[src/verilog/glue_regs.svh]
// Purpose: Constants for the processor glue logic
// Assumes: 100 MHz core clock
// Notes: Definitions only
`ifndef GLUE_REGS_SVH
`define GLUE_REGS_SVH

// Program memory window
`define PROG_BASE 16'h0000
`define PROG_LAST 16'h7FFF
// Working RAM window
`define RAM_BASE 16'hA000
`define RAM_LAST 16'hBFFF

// Core clock rate
`define CORE_CLK_MHZ 100
// Power-up hold time, stands in for the RC charge delay
`define POR_DELAY_US 100
`define POR_CYCLES (`POR_DELAY_US * `CORE_CLK_MHZ)

// Reset value of the power-up counter
`define POR_CNT_RESET 32'h0000_0000

`endif

[src/verilog/glue_pkg.sv]
// Purpose: Types for the processor glue logic
// Assumes: Constants come from glue_regs.svh
// Notes: State of each module is one packed struct
package glue_pkg;

  typedef enum logic [0:0] {
    POR_HOLD = 1'b0,
    POR_RUN  = 1'b1
  } por_state_e;

  typedef logic [31:0] count_t;

  // Pin bits: power_good, host_link_tx, iso_rx, spare_tx, spare_rx
  typedef struct packed {
    logic [4:0] pin_m;
    logic [4:0] pin_s;
    logic [2:0] xtal;
    logic cpu_clk;
    logic adc_clk;
    por_state_e por;
    count_t por_cnt;
    logic rst_hi;
    logic rst_lo_n;
    logic iso_tx;
    logic link_rx;
    logic spare_tx;
    logic spare_rx;
  } glue_state_s;

  typedef struct packed {
    logic [15:0] addr_m;
    logic [15:0] addr_s;
    logic strobe_n_m;
    logic strobe_n_s;
    logic prog_sel_n;
    logic ram_sel_n;
  } dec_state_s;

endpackage

[src/verilog/glue_bus_if.sv]
// Purpose: Memory cycle signals between kernel top and decoder
// Assumes: Address and strobe come raw from processor pins
// Notes: Selects are active low
`timescale 1ns/10ps
interface glue_bus_if;
  logic [15:0] addr;
  logic mem_enable_strobe_n;
  logic prog_sel_n;
  logic ram_sel_n;

  modport decoder (
    input addr,
    input mem_enable_strobe_n,
    output prog_sel_n,
    output ram_sel_n
  );

  modport kernel (
    output addr,
    output mem_enable_strobe_n,
    input prog_sel_n,
    input ram_sel_n
  );
endinterface

[src/verilog/mem_decoder.sv]
// Purpose: Program memory and working RAM select decode
// Assumes: Address and strobe are asynchronous to the core clock
// Notes: Two-flop sync adds latency; selects are registered
`timescale 1ns/10ps
`include "glue_regs.svh"
module mem_decoder (
  input wire logic clk,
  input wire logic rst,
  glue_bus_if.decoder bus
);

  glue_pkg::dec_state_s q;
  glue_pkg::dec_state_s d;

  always_comb begin
    d = q;
    d.addr_m = bus.addr;
    d.addr_s = q.addr_m;
    d.strobe_n_m = bus.mem_enable_strobe_n;
    d.strobe_n_s = q.strobe_n_m;
    // Both selects idle unless strobe active and address in a window
    d.prog_sel_n = 1'b1;
    d.ram_sel_n = 1'b1;
    if (!q.strobe_n_s) begin
      if (q.addr_s >= `PROG_BASE && q.addr_s <= `PROG_LAST) begin
        d.prog_sel_n = 1'b0;
      end
      if (q.addr_s >= `RAM_BASE && q.addr_s <= `RAM_LAST) begin
        d.ram_sel_n = 1'b0;
      end
    end
  end

  always_ff @(posedge clk) begin
    if (rst) begin
      q <= '{addr_m: 16'h0000, addr_s: 16'h0000, strobe_n_m: 1'b1,
             strobe_n_s: 1'b1, prog_sel_n: 1'b1, ram_sel_n: 1'b1};
    end else begin
      q <= d;
    end
  end

  assign bus.prog_sel_n = q.prog_sel_n;
  assign bus.ram_sel_n = q.ram_sel_n;

endmodule

[src/verilog/kernel_glue.sv]
// Purpose: Glue logic around the sensing board processor
// Assumes: Crystal, processor pins and supply monitor are asynchronous
// Notes: All pin inputs except RESET pass a two-flop synchroniser first
`timescale 1ns/10ps
`include "glue_regs.svh"

// Summary of operation
// - Program memory select is active only for strobed cycles at 0000h-7FFFh.
// - Working RAM select is active only for strobed cycles at A000h-BFFFh.
// - The processor clock output runs at half the 6.144 MHz crystal rate.
// - A toggle stage halves the processor clock to make the converter clock.
// - At power-up both resets stay asserted until the charge delay elapses.
// - On supply loss both resets are asserted at once.
// - The outgoing host transmit line is inverted before the isolator.
// - Host link traffic runs both ways through isolators.
// - The spare serial channel is only buffered and carries no protocol.
// - The host link uses 4800 baud, 8 data bits, odd parity, one stop bit.
module kernel_glue #(
  parameter int unsigned POR_CYCLES = `POR_CYCLES
) (
  input wire logic CORE_CLK,
  input wire logic RESET,
  input wire logic XTAL_CLK,
  input wire logic POWER_GOOD,
  input wire logic [15:0] ADDR,
  input wire logic MEMORY_ENABLE_STROBE_N,
  input wire logic HOST_LINK_TX,
  input wire logic ISO_RX,
  input wire logic SPARE_LINK_TX,
  input wire logic SPARE_LINK_RX,
  output logic PROG_SEL_N,
  output logic RAM_SEL_N,
  output logic CPU_CLOCK_OUT,
  output logic ADC_CLK,
  output logic SYS_RESET,
  output logic SYS_RESET_N,
  output logic ISO_TX_DRIVE,
  output logic HOST_LINK_RX,
  output logic SPARE_TX_BUF,
  output logic SPARE_RX_BUF
);

  if (POR_CYCLES < 1) begin : g_bad_por
    $error("POR_CYCLES must be at least 1");
  end

  localparam glue_pkg::count_t POR_LAST =
    glue_pkg::count_t'(POR_CYCLES - 1);

  glue_pkg::glue_state_s q;
  glue_pkg::glue_state_s d;
  glue_bus_if bus ();

  logic pg_s;
  logic xtal_rise;

  assign pg_s = q.pin_s[4];
  assign xtal_rise = q.xtal[1] & ~q.xtal[2];

  always_comb begin
    d = q;
    d.pin_m = {POWER_GOOD, HOST_LINK_TX, ISO_RX, SPARE_LINK_TX,
               SPARE_LINK_RX};
    d.pin_s = q.pin_m;
    d.xtal = {q.xtal[1], q.xtal[0], XTAL_CLK};
    // Power-up hold, then run; supply loss returns to hold at once
    case (q.por)
      glue_pkg::POR_HOLD: begin
        d.rst_hi = 1'b1;
        d.rst_lo_n = 1'b0;
        if (!pg_s) begin
          d.por_cnt = `POR_CNT_RESET;
        end else if (q.por_cnt == POR_LAST) begin
          d.por = glue_pkg::POR_RUN;
          d.rst_hi = 1'b0;
          d.rst_lo_n = 1'b1;
        end else begin
          d.por_cnt = q.por_cnt + 32'h0000_0001;
        end
      end
      glue_pkg::POR_RUN: begin
        if (!pg_s) begin
          d.por = glue_pkg::POR_HOLD;
          d.por_cnt = `POR_CNT_RESET;
          d.rst_hi = 1'b1;
          d.rst_lo_n = 1'b0;
        end
      end
      default: begin
        d.por = glue_pkg::POR_HOLD;
      end
    endcase
    // Clock chain held at a known phase while reset is active
    if (q.rst_hi) begin
      d.cpu_clk = 1'b0;
      d.adc_clk = 1'b0;
    end else if (xtal_rise) begin
      d.cpu_clk = ~q.cpu_clk;
      if (q.cpu_clk) begin
        d.adc_clk = ~q.adc_clk;
      end
    end
    // Host transmit line is inverted, other link lines pass untouched; framing is the processors' business
    d.iso_tx = ~q.pin_s[3];
    d.link_rx = q.pin_s[2];
    d.spare_tx = q.pin_s[1];
    d.spare_rx = q.pin_s[0];
  end

  always_ff @(posedge CORE_CLK) begin
    if (RESET) begin
      // Link pins start at their idle high level, so no false edge
      q <= '{pin_m: 5'h0F, pin_s: 5'h0F, xtal: 3'h0, cpu_clk: 1'b0,
             adc_clk: 1'b0, por: glue_pkg::POR_HOLD,
             por_cnt: `POR_CNT_RESET, rst_hi: 1'b1, rst_lo_n: 1'b0,
             iso_tx: 1'b0, link_rx: 1'b1, spare_tx: 1'b1,
             spare_rx: 1'b1};
    end else begin
      q <= d;
    end
  end

  assign bus.addr = ADDR;
  assign bus.mem_enable_strobe_n = MEMORY_ENABLE_STROBE_N;

  mem_decoder u_dec (
    .clk(CORE_CLK),
    .rst(RESET),
    .bus(bus.decoder)
  );

  assign PROG_SEL_N = bus.prog_sel_n;
  assign RAM_SEL_N = bus.ram_sel_n;
  assign CPU_CLOCK_OUT = q.cpu_clk;
  assign ADC_CLK = q.adc_clk;
  assign SYS_RESET = q.rst_hi;
  assign SYS_RESET_N = q.rst_lo_n;
  assign ISO_TX_DRIVE = q.iso_tx;
  assign HOST_LINK_RX = q.link_rx;
  assign SPARE_TX_BUF = q.spare_tx;
  assign SPARE_RX_BUF = q.spare_rx;

endmodule

[config.mk]
export PLATFORM = sky130hd
export DESIGN_NAME = kernel_glue
export DESIGN_NICKNAME = d
export VERILOG_FILES = /design/src/verilog/glue_pkg.sv /design/src/verilog/glue_bus_if.sv /design/src/verilog/mem_decoder.sv /design/src/verilog/kernel_glue.sv
export VERILOG_INCLUDE_DIRS = /design/src /design/src/verilog
export SDC_FILE = /design/constraint.sdc
export NUM_CORES = 1
export LEC_CHECK = 0
export BUFFER_PORTS_ARGS = -buffer_cell sky130_fd_sc_hd__buf_2
export CAP_MARGIN = 25
export CORE_ASPECT_RATIO = 0.5
export CORE_UTILIZATION = 41
export DETAILED_ROUTE_END_ITERATION = 12
export MAX_ROUTING_LAYER = met4
export PLACE_DENSITY = 0.61
export SLEW_MARGIN = 20
export SYNTH_ARGS = -nofsm -noshare
export SYNTH_HDL_FRONTEND = slang
export SYNTH_SLANG_ARGS = --single-unit
export TNS_END_PERCENT = 10
[constraint.sdc]
create_clock -name CORE_CLK -period 2.5 [get_ports CORE_CLK]
set_input_delay 0.375 -clock CORE_CLK [delete_from_list [all_inputs] [get_ports CORE_CLK]]
set_output_delay 0.375 -clock CORE_CLK [all_outputs]
set_load 0.01 [all_outputs]
## Word-level counts from Yosys, hierarchy flattened

Index checks and enable logic that the tools add are counted.

| operators by class | value |
|---|---|
| add/subtract/negate cells | 1 |
| magnitude comparators | 4 |
| eq/ne operators | 3 |
| muxes and demuxes | 10 |
| bitwise operators | 6 |
| reduce and logical (&&, ||, !) cells | 6 |

Operator list:

| operator | number |
|---|---|
| case mux 35 bit (2 select lines) | 1 |
| 2-to-1 mux 32 bit | 2 |
| 2-to-1 mux 35 bit | 1 |
| adder 32 x 1 -> 32 bit (second input constant) | 1 |
| == test 32 x 14 -> 1 bit (second input constant) | 1 |
| greater-or-equal comparator 16 x 1 -> 1 bit (second input constant) | 1 |
| greater-or-equal comparator 16 bit (second input constant) | 1 |
| <= comparator 16 x 15 -> 1 bit (second input constant) | 1 |
| <= comparator 16 bit (second input constant) | 1 |
| NOT 1 bit | 5 |
| 2-to-1 mux 1 bit | 4 |
| 2-to-1 mux 2 bit | 2 |
| AND reduction 2 bit | 2 |
| OR reduction 2 bit | 2 |
| != test 3 bit (second input constant) | 1 |
| logical AND 1 bit | 2 |
| != test 2 bit (second input constant) | 1 |
| AND 1 bit | 1 |

| word-level totals | value |
|---|---|
| flip-flop bits (word level) | 90 |
| input bits | 25 |
| output and inout bits | 10 |
| word-level logic and storage cells | 49 |

## Longest topological paths before layout

Gate-level depths: netlist of run 1.

| depth | value |
|---|---|
| depth in word-level cells | 4 |
| depth in mapped cells | 7 |
| mapped depth without buffers | 7 |

## By module

From an unflattened synthesis of run 1, not the netlist that was laid out.

| unflattened totals | value |
|---|---|
| cells, all modules | 295 |
| area, all modules | 2672.6 um2 |

Modules (own cells, without submodules):

| module | times used | cells an instance | area each (um2) | seq. area each (um2) |
|---|---|---|---|---|
| kernel_glue | 1 | 271 | 2387.3 | 1081.0 |
| mem_decoder | 1 | 24 | 285.3 | 200.2 |

## Least setup slack after synthesis of run 1

OpenSTA, ideal clock, no wires.

| timing | value |
|---|---|
| path kind | reg2reg |
| start point | reg q[6] (netlist name) |
| end point | reg q[9] (netlist name) |
| setup time | 120 ps |
| arrival | 1608 ps |
| required time | 2380 ps |
| setup slack | 772 ps |
| stages on the path, launching flop included | 8 |
| path buffers | 1 |
| clock period less this slack | 1728 ps |
| cells stage by stage | dfxtp_1 -> ha_1 -> and3_1 -> nand3_1 -> o31a_1 -> buf_6 -> a41oi_2 -> a21oi_2 |

| on the way | value |
|---|---|
| longest elaborated chain between the ends | 4 |
| elaborated cells on any way between the ends | 7 |
| classes of those cells | add/sub (1); eq/ne (2); mux (3); reduce/logical (1) |

RTL lines:

| item | line | source |
|---|---|---|
| start, declared | kernel_glue.sv:50 | `glue_pkg::glue_state_s q;` |
| start signal, assigned | kernel_glue.sv:113 | `q <= '{pin_m: 5'h0F, pin_s: 5'h0F, xtal: 3'h0, cpu_clk: 1'b0,` |
| adder 32 x 1 -> 32 bit | kernel_glue.sv:78 | `d.por_cnt = q.por_cnt + 32'h0000_0001;` |
| 2-to-1 mux 32 bit | kernel_glue.sv:73 | `end else if (q.por_cnt == POR_LAST) begin` |
| 2-to-1 mux 32 bit | kernel_glue.sv:71 | `if (!pg_s) begin` |
| case mux 35 bit (2 select lines) | kernel_glue.sv:67 | `case (q.por)` |

Several ways; a longest one is shown, not always the timed one. The select of a mux whose other input is x is not followed.
A chain may end at the register's enable or synchronous reset.

## Worst setup path after layout of run 1

| timing | value |
|---|---|
| start point | reg q[27] (netlist name) |
| end point | reg q[22] (netlist name) |

| on the way | value |
|---|---|
| longest elaborated chain between the ends | 3 |

RTL lines:

| item | line |
|---|---|
| == test 32 x 14 -> 1 bit | kernel_glue.sv:73 |
| != test 3 bit (no line) | -- |
| AND reduction 2 bit (no line) | -- |

No other way between the ends.

==> metrics.txt, run 1 <==
status=finished, final reports clean; clock latency on the worst-skew pair=around 0.33 ns; Crit Reg-Reg Startpoint=q[27]; Avg WL per Cell=roughly 14 um; layout cells sized above 1=between 20% and 30%; placed wire-length estimate=roughly 3900 um; Sequential Power Share=48.1%; Total Routing Usage GR=just under 20%; internal power=~1700 uW; VDD IR-drop max=about 570 uV; Gate power share=~2.2%; filler cell count=around 600; yosys warns=0; grt ovf=0; largest net degree at the start of global routing=33; Max-Cap Viols=0; 1st-iter DRT viols=115; Hold Path Cell Cnt=2; fin crit period=between 2 and 2.5 ns; Compound-Gate Fraction of Synth Area=a little under a fifth; Worst R2R Setup Slack=around 0.27 ns; RSZ-0062 raised after global routing=no; Die Ht=59.4 um; multiplexer share of the synthesized area=0.370%; Synth Area in Simple Gates=between 20% and 30%; via count=~2200; TNS Setup=0 ns; pwr/cell area=around 690 mW/mm^2; Critical Path RT=between 2 and 3 ns; TritonCTS clock tree=done; Main synth FF type=dfxtp_1; R2R depth=5; min-delay src=SPARE_LINK_TX; number of enable flip-flop cells after synthesis=0; Slew Limit Fails=0; # resized after CTS=0; DRT Pass-1 Iters=4; die area=0.00695 sq mm; clock skew=0.00903 ns; PortBufs=21; # IOs=35; M2 GR Usage=around 29%; placement row count=20; Peak Freq=449 MHz; ANT cells=0; CTS Buf Count=9; Worst slew margin=between 50 and 60%; GR Layer Usage met3=~7.7%; CTS Root Cell=clkbuf_16; clock buffer depth=2; setup ws final=roughly 0.27 ns; sequential share of the synthesized area=47.4%; Final Wtd Congestion=between 0.8 and 0.9; Leak Pwr=roughly 0.0012 uW; Initial Utilization=a little over two fifths; Clock Power Share=between 40 and 50%; initial antenna violation count=0; Post-Synthesis Cells=281; crit path max fanout=14; startpoint types=flip-flop; remaining antenna violation count=0; post-route clock period utilization=about nine tenths; busiest layer in global routing=met2; NetSw=around 450 uW; vias per cell=between 5 and 6; largest family of logic cells by synthesized area=simple AND/OR/NAND/NOR gates; Post-CTS Setup Inserts=0; Hold Path Class=primary input to flip-flop; post-synth cell types=between 50 and 60; hold path endpoint=d[45]; met1 Resource Use GR=between 20% and 30%; Num Clock Sinks=64; H-tree levels=3; Area Overhead vs Synth=16.4%; dpl ws=between 0.3 and 0.4 ns; Final setup viols=0; post-synthesis xor/xnor area fraction=0.971%; most common cell after layout, fill and taps aside=dfxtp_1; Post-Synth Adder-Cell Area=less than 1%; clock slew at reported path FFs=~0.05 ns; first-pass GRT wire length=9470 um; Core Box Area=just over 0.006 sq mm; RR Endpoint=q[22]; FFs w/ async S/R, synth=0%; CP endpoint kind=flip-flop; vias in the first global route=1977; crit path kind=flip-flop to flip-flop; Net Sw Frac=roughly a fifth; Post-CTS Hold Fix Bufs=0; Die Span X=about 120 um; #FFs+latches synth=64; commonest non-fill, non-tap cells in the layout=64 x dfxtp_1, 23 x nand2_1, 21 x buf_2; Worst EP arrival=between 2 and 2.5 ns; post-layout net count=332; drt total wl=5680 um; Mapped Nets=307; mapped cell area=0.00271 sq mm; worst slew pin tran=around 0.63 ns; Fin. Hold Viols=0; syn avg cell area=about 9.6 sq um; residual DRC count=0
## kinds of logic after synthesis
family          after synthesis
flops                        64
fa+ha+maj                     1
compound gates               69
buf+inv                      15
xor+xnor                      3
simple gates                128
mux                           1
## cells in the mapped netlist, drive strengths merged, types with 3 or more instances
cell type	instances	area, sq um
and3	8	51.3
a41oi	4	42.6
a31oi	8	50.1
a21o	4	30.0
nor4	5	31.3
dfxtp	64	1280
clkbuf	9	33.8
nor2b	13	81.3
nand3	9	50.1
nand4	7	56.3
o21ai	9	45.0
or4	4	30.0
and4	4	42.5
or2	13	81.3
o31ai	4	43.8
or3	5	36.3
nand2	24	97.6
buf	4	38.8
nor2	13	51.3
a21oi	25	155
nand2b	4	32.5
nor3	12	97.6
o22a	4	35.0
nor4b	3	26.3
## per-layer routing
metal / wire length [um] / share of wire [%] / vias up
met5: 0 / 0 / -
met4: 104 / 1.8 / 0
met3: 346 / 6.1 / 10
met2: 2570 / 45 / 48
met1: 2670 / 47 / 1033
li1: - / - / 1084
## per-stage QoR
| step | utilization, % | hold slack (ns) | power (uW) | instances | area (sq um) |
|---|---|---|---|---|---|
| floorplan | - | 0.368 | 1100 | 281 | 2710 |
| global placement | 46.6 | 0.381 | 1110 | 383 | 2890 |
| detailed placement | 46.6 | 0.386 | 1110 | 383 | 2890 |
| CTS | 50.7 | 0.213 | 2200 | 398 | 3150 |
| global route | 50.7 | 0.215 | 2260 | 398 | 3150 |
| finish | 50.7 | 0.224 | 2170 | 398 | 3150 |
## power groups by stage
stage | logic, uW | clock network, uW | registers, uW
after floorplan | 31.9 | 0 | 1070
after global placement | 47.8 | 0 | 1070
after detailed placement | 49.2 | 0 | 1070
after CTS | 49.6 | 1100 | 1040
after global routing | 54.9 | 1160 | 1050
final | 48.6 | 1080 | 1040
## critical path: stages, from the launching register on
cell and delay [ns]:
dfxtp_1 0.34, nor4_1 0.48, nand4_1 0.29, o31a_1 0.58
and3_1 0.27, o22a_1 0.17
## state kept, by name (all words and copies together) (netlist names)
signal / flops
HOST_LINK_RX: 1
u_dec.bus.ram_sel_n: 1
SYS_RESET: 1
ADC_CLK: 1
u_dec.bus.prog_sel_n: 1
u_dec.q: 4
SPARE_TX_BUF: 1
SYS_RESET_N: 1
u_dec.d: 4
ISO_TX_DRIVE: 1
d: 10
q: 35
SPARE_RX_BUF: 1
CPU_CLOCK_OUT: 1
pg_s: 1
## worst max-delay path by stage
stage	startpoint	endpoint	slack (ns)
global placement	q[27]	q[22]	0.37
finish	q[27]	q[22]	0.27
CTS	q[27]	q[22]	0.33
floorplan	q[6]	q[9]	0.77
detailed placement	q[27]	q[22]	0.34
global route	q[27]	q[22]	0.22
## layout make-up
type                    instances  area (sq um)  area share (%)
clock inverters                 4          22.5           0.715
clock buffers                  11           233            7.39
repair buffers                 27           150            4.77
flip-flops and latches         64          1280            40.7
multi-input cells             202          1340            42.6
well taps                      88           110            3.50
inverters                       2          8.76           0.278
No activity file was read; power rests on OpenSTA's default activity.
==> run 2: changes to the inputs <==
- BUFFER_PORTS_ARGS: -buffer_cell sky130_fd_sc_hd__buf_2 -> unset
- DONT_BUFFER_PORTS: unset -> 1
- PLACE_DENSITY: 0.61 -> 0.56
- REMOVE_ABC_BUFFERS: unset -> 1
==> run 2 against run 1 <==
Flip-flop and latch count did not move. First-iteration DRC count increased by 8.7%. Final cell count down 4.8%. Non-clock buffer count is 20 lower. Clock-buffer cell count fell by 1. Design area decreased by 2.2%. Clock power rose by 6%. Die area stayed put. Sequential share of layout area increased by 0.91 points. Register-to-register slack better by 0.06 ns. Critical path depth did not move. Via count fell by 2.7%. Critical endpoint unchanged. Highest routed layer unchanged.
==> metrics.txt, run 2 (synthesis results as in run 1) <==
Num Clock Sinks=64 (unchanged); Die Ht=59.4 um (unchanged); vias per cell=5.59 (+2.2%); Initial Utilization=43.6% (unchanged); DRT Pass-1 Iters=4 (unchanged); Core Box Area=0.00621 sq mm (unchanged); remaining antenna violation count=0 (unchanged); # resized after CTS=0 (unchanged); Fin. Hold Viols=0 (unchanged); Post-CTS Setup Inserts=0 (unchanged); dpl ws=0.348 ns (+0.0107 ns); final cell count without fillers=379 (-4.8%); clock skew=0.00531 ns (-0.00372 ns); residual DRC count=0 (unchanged); fin crit period=2.17 ns (-0.0623 ns); clock latency on the worst-skew pair=0.33 ns (about the same); post-layout net count=312 (-6.0%); Peak Freq=462 MHz (+2.9%); largest net degree at the start of global routing=35 (+6.1%); layout cells sized above 1=22.0% (-4.1 points); setup ws final=0.335 ns (+0.0623 ns); Critical Path RT=2.72 ns (about the same); drt total wl=5790 um (+1.8%); 1st-iter DRT viols=125 (+8.7%); crit path max fanout=14 (unchanged); Area Overhead vs Synth=13.8%; grt ovf=0 (unchanged); Largest Register=q; DP Area=0.00280 sq mm (-3.4%); clock slew at reported path FFs=0.05 ns (about the same); TNS Setup=0 ns (unchanged); first-pass GRT wire length=9660 um (+2.0%); final std cell area, no fill=0.00308 sq mm (-2.2%); post-route clock period utilization=86.6% (-2.5 points); CTS Root Cell=clkbuf_16; most common cell after layout, fill and taps aside=dfxtp_1; Die Span X=117 um (unchanged); Post-CTS Hold Fix Bufs=0 (unchanged); Final Wtd Congestion=0.849 (-5.4%); vias in the first global route=1943 (-1.7%); Slew Limit Fails=0 (unchanged); via count=2117 (-2.7%); RSZ-0062 raised after global routing=no; Final setup viols=0 (unchanged); max FFs per register=35 (unchanged); CP endpoint kind=flip-flop; worst slew pin tran=0.641 ns (+0.00579 ns); Total Routing Usage GR=19.8% (+0.27 points); placed cell count=363 (-5.2%); TritonCTS clock tree=done; clock buffer depth=2 (unchanged); Hold Path Class=primary input to flip-flop; Leak Pwr=0.00116 uW (-5.6%); # IOs=35 (unchanged); commonest non-fill, non-tap cells in the layout=64 x dfxtp_1, 23 x nand2_1, 17 x a21oi_1; VDD IR-drop max=551 uV (-3.8%); H-tree levels=3 (unchanged); Avg WL per Cell=15.3 um (+6.9%); Max-Cap Viols=0 (unchanged); status=finished, final reports clean; ANT cells=0 (unchanged); placed wire-length estimate=3920 um (+1.4%); crit path kind=flip-flop to flip-flop; Worst slew margin=57.3% (-0.39 points); initial antenna violation count=0 (unchanged); CTS Buf Count=9 (unchanged); placement row count=20 (unchanged); Worst EP arrival=2.38 ns (-0.07 ns); PortBufs=0 (-100%); startpoint types=flip-flop; pwr/cell area=724 mW/mm^2 (+4.8%); die area=0.00695 sq mm (unchanged)
[run 2: changes by cell type in the layout (fill, tap and decap cells not counted), sizes merged]
cell,before,now
buf,27,7
clkinvlp,1,3
clkbuf,11,10
[run 2: through the flow]
| stage | hold slack, ns | utilization, % | power (uW) |
|---|---|---|---|
| floorplan | 0.365 | - | 1090 |
| global placement | 0.383 | 45.0 | 1100 |
| detailed placement | 0.373 | 45.0 | 1100 |
| CTS | 0.100 | 49.6 | 2260 |
| global route | 0.0985 | 49.6 | 2310 |
| finish | 0.113 | 49.6 | 2230 |
[run 2: worst paths after layout]
| kind | start | to | slack, ns | cells after the start |
|---|---|---|---|---|
| max reg2reg | q[27] | q[22] | 0.33 | 5 |
| min reg2reg | q[47] | ISO_TX_DRIVE | 0.38 | 1 |
| max | q[27] | q[22] | 0.33 | 5 |
| min | RESET | ISO_TX_DRIVE | 0.11 | 1 |
[run 2: report_power, final]
| group | total [uW] | internal (uW) | switching, uW | leakage [uW] |
|---|---|---|---|---|
| sequential | 1050 | 1040 | 6.54 | 0.000521 |
| clock | 1150 | 698 | 455 | 0.000131 |
| combinational | 31.5 | 17.4 | 14.1 | 0.000510 |
| total | 2230 | 1750 | 475 | 0.00116 |
[run 2: routing by layer]
metal | part of all wire, % | track usage, % | wire (um) | vias to the layer above
met2 | 44 | 27.7 | 2520 | 50
met4 | 0.90 | 6.33 | 52 | 0
met3 | 6.2 | 7.46 | 356 | 6
met1 | 49 | 26.2 | 2850 | 1010
met5 | 0 | - | 0 | -
li1 | - | - | - | 1051
[run 2: critical path, stage by stage, from the launching register on]
cell	delay, ns
dfxtp_1	0.34
nor4_1	0.43
nand4_1	0.28
o31a_1	0.58
and3_1	0.26
o22a_1	0.16
[run 2: final cells by class]
cell class / count / area [sq um]
Tap cell: 88 / 110
Multi-Input combinational cell: 202 / 1340
Sequential cell: 64 / 1280
Clock inverter: 6 / 45.0
Clock buffer: 10 / 239
Fill cell: 593 / 3130
Inverter: 2 / 8.76
Timing Repair Buffer: 7 / 52.6
==> run 3: changes to the inputs <==
==> constraint.sdc (replaced) <==
create_clock -name CORE_CLK -period 2.5 [get_ports CORE_CLK]
set_input_delay 0.375 -clock CORE_CLK [delete_from_list [all_inputs] [get_ports CORE_CLK]]
set_output_delay 0.375 -clock CORE_CLK [all_outputs]
set_load 0.05 [all_outputs]
==> run 3 against run 2 <==
Clock-buffer cell count unchanged. Die area unchanged. Utilization increased by 1.1 points. Wire length decreased by 1.9%. Flip-flop and latch count unchanged. Clock skew decreased by 0.00078 ns. Design area increased by 2.3%. Critical endpoint unchanged. Largest power group unchanged.
==> metrics.txt, run 3 (synthesis results as in run 1) <==
PortBufs=0 (unchanged); R2R depth=5 (unchanged); Initial Utilization=43.6% (unchanged); residual DRC count=0 (unchanged); via count=2072 (-2.1%); initial antenna violation count=0 (unchanged); most common cell after layout, fill and taps aside=dfxtp_1; clock slew at reported path FFs=0.05 ns (about the same); startpoint types=flip-flop; TritonCTS clock tree=done; commonest non-fill, non-tap cells in the layout=64 x dfxtp_1, 23 x nand2_1, 17 x a21oi_1; min-delay src=RESET; placed cell count=363 (unchanged); Core Box Area=0.00621 sq mm (unchanged); status=finished, final reports clean; Hold Path Cell Cnt=1 (unchanged); worst slew pin tran=0.643 ns (+0.00271 ns); Critical Path RT=2.71 ns (about the same); area of the multi-input gates=0.00134 sq mm (unchanged); Leak Pwr=0.00120 uW (+3.3%); DRT Pass-1 Iters=4 (unchanged); hold path endpoint=ISO_TX_DRIVE; RR Endpoint=q[22]; RSZ-0062 raised after global routing=no; crit path max fanout=14 (unchanged); Die Ht=59.4 um (unchanged); largest net degree at the start of global routing=35 (unchanged); Avg WL per Cell=15.0 um (-1.9%); vias in the first global route=1951 (+0.41%); drt total wl=5680 um (-1.9%); fin crit period=2.12 ns (-0.0403 ns); first-pass GRT wire length=9560 um (-1.0%); # resized after CTS=0 (unchanged); Max-Cap Viols=0 (unchanged); ANT cells=0 (unchanged); placement row count=20 (unchanged); Peak Freq=471 MHz (+1.9%); CTS Buf Count=9 (unchanged); TNS Setup=0 ns (unchanged); clock skew=0.00453 ns (-0.000780 ns); DP Area=0.00280 sq mm (unchanged); CTS Root Cell=clkbuf_16; crit path kind=flip-flop to flip-flop; die area=0.00695 sq mm (unchanged); placed wire-length estimate=3910 um (-0.29%); pwr/cell area=805 mW/mm^2 (+11%); Post-CTS Setup Inserts=0 (unchanged); Die Span X=117 um (unchanged); Final setup viols=0 (unchanged); FF/Latch Area=0.00128 sq mm (unchanged); clock latency on the worst-skew pair=0.32 ns (about the same); Slew Limit Fails=0 (unchanged); Crit Reg-Reg Startpoint=q[27]; Area Overhead vs Synth=16.4%; Post-CTS Hold Fix Bufs=0 (unchanged); final cell count without fillers=379 (unchanged); H-tree levels=3 (unchanged); max FFs per register=35 (unchanged); final std cell area, no fill=0.00315 sq mm (+2.3%); Hold Path Class=primary input to flip-flop; remaining antenna violation count=0 (unchanged); # IOs=35 (unchanged); layout cells sized above 1=22.0% (unchanged); post-layout net count=312 (unchanged); filler cell count=576 (-2.9%); clock buffer depth=2 (unchanged); Worst slew margin=57.1% (-0.18 points); Largest Register=q; vias per cell=5.47 (-2.1%); Fin. Hold Viols=0 (unchanged); grt ovf=0 (unchanged); Worst EP arrival=2.34 ns (-0.04 ns); CP endpoint kind=flip-flop; post-route clock period utilization=85.0% (-1.6 points); Num Clock Sinks=64 (unchanged); VDD IR-drop max=496 uV (-9.8%); Total Routing Usage GR=19.2% (-0.57 points); Worst R2R Setup Slack=0.38 ns (+0.04 ns); 1st-iter DRT viols=110 (-12%); Final Wtd Congestion=0.848 (about the same)
run 3: cell types whose count changed in the layout (fill, tap and decap cells not counted), sizes merged:
cell,delta
clkinv,-2
clkinvlp,-2
bufinv,+3
inv,+1
run 3: where the power goes:
| part | internal (uW) | total [uW] | switching, uW |
|---|---|---|---|
| clock network | 1010 | 1450 | 448 |
| logic | 17.4 | 31.5 | 14.1 |
| registers | 1040 | 1050 | 13.2 |
run 3: worst max path at each step:
stage                     start     to  slack, ns  cells past startpoint
final                     q[27]  q[22]       0.38                      5
after global routing      q[27]  q[22]       0.25                      5
after CTS                 q[27]  q[22]       0.36                      5
after detailed placement  q[27]  q[22]       0.37                      5
after global placement    q[27]  q[22]       0.37                      5
after floorplan            q[6]  q[27]       0.61                      7
run 3: worst max-delay path: stages, from the launching register on:
cell,delay [ns]
dfxtp_1,0.34
nor4_1,0.40
nand4_1,0.27
o31a_1,0.58
and3_1,0.26
o22a_1,0.16
run 3: cell type report:
type,count,share of cell area [%]
multi-input cells,202,42.6
inverters,2,0.278
flip-flops and latches,64,40.7
clock inverters,6,3.66
clock buffers,10,7.59
well taps,88,3.50
repair buffers,7,1.67
run 3: layer usage:
layer	share of wire, %	vias up	GRT usage [%]
li1	-	1049	-
met1	51	972	26.1
met2	43	45	27.4
met3	4.7	6	5.52
met4	0.81	0	6.33
met5	0	-	-
run 3: per-stage QoR:
stage               util [%]  setup slack (ns)  power [uW]  hold WS, ns
floorplan                  -             0.609        1100        0.365
global placement        45.0             0.371        1100        0.383
detailed placement      45.0             0.371        1110        0.373
CTS                     50.7             0.364        2560        0.113
global route            50.7             0.249        2630        0.108
finish                  50.7             0.375        2540        0.126
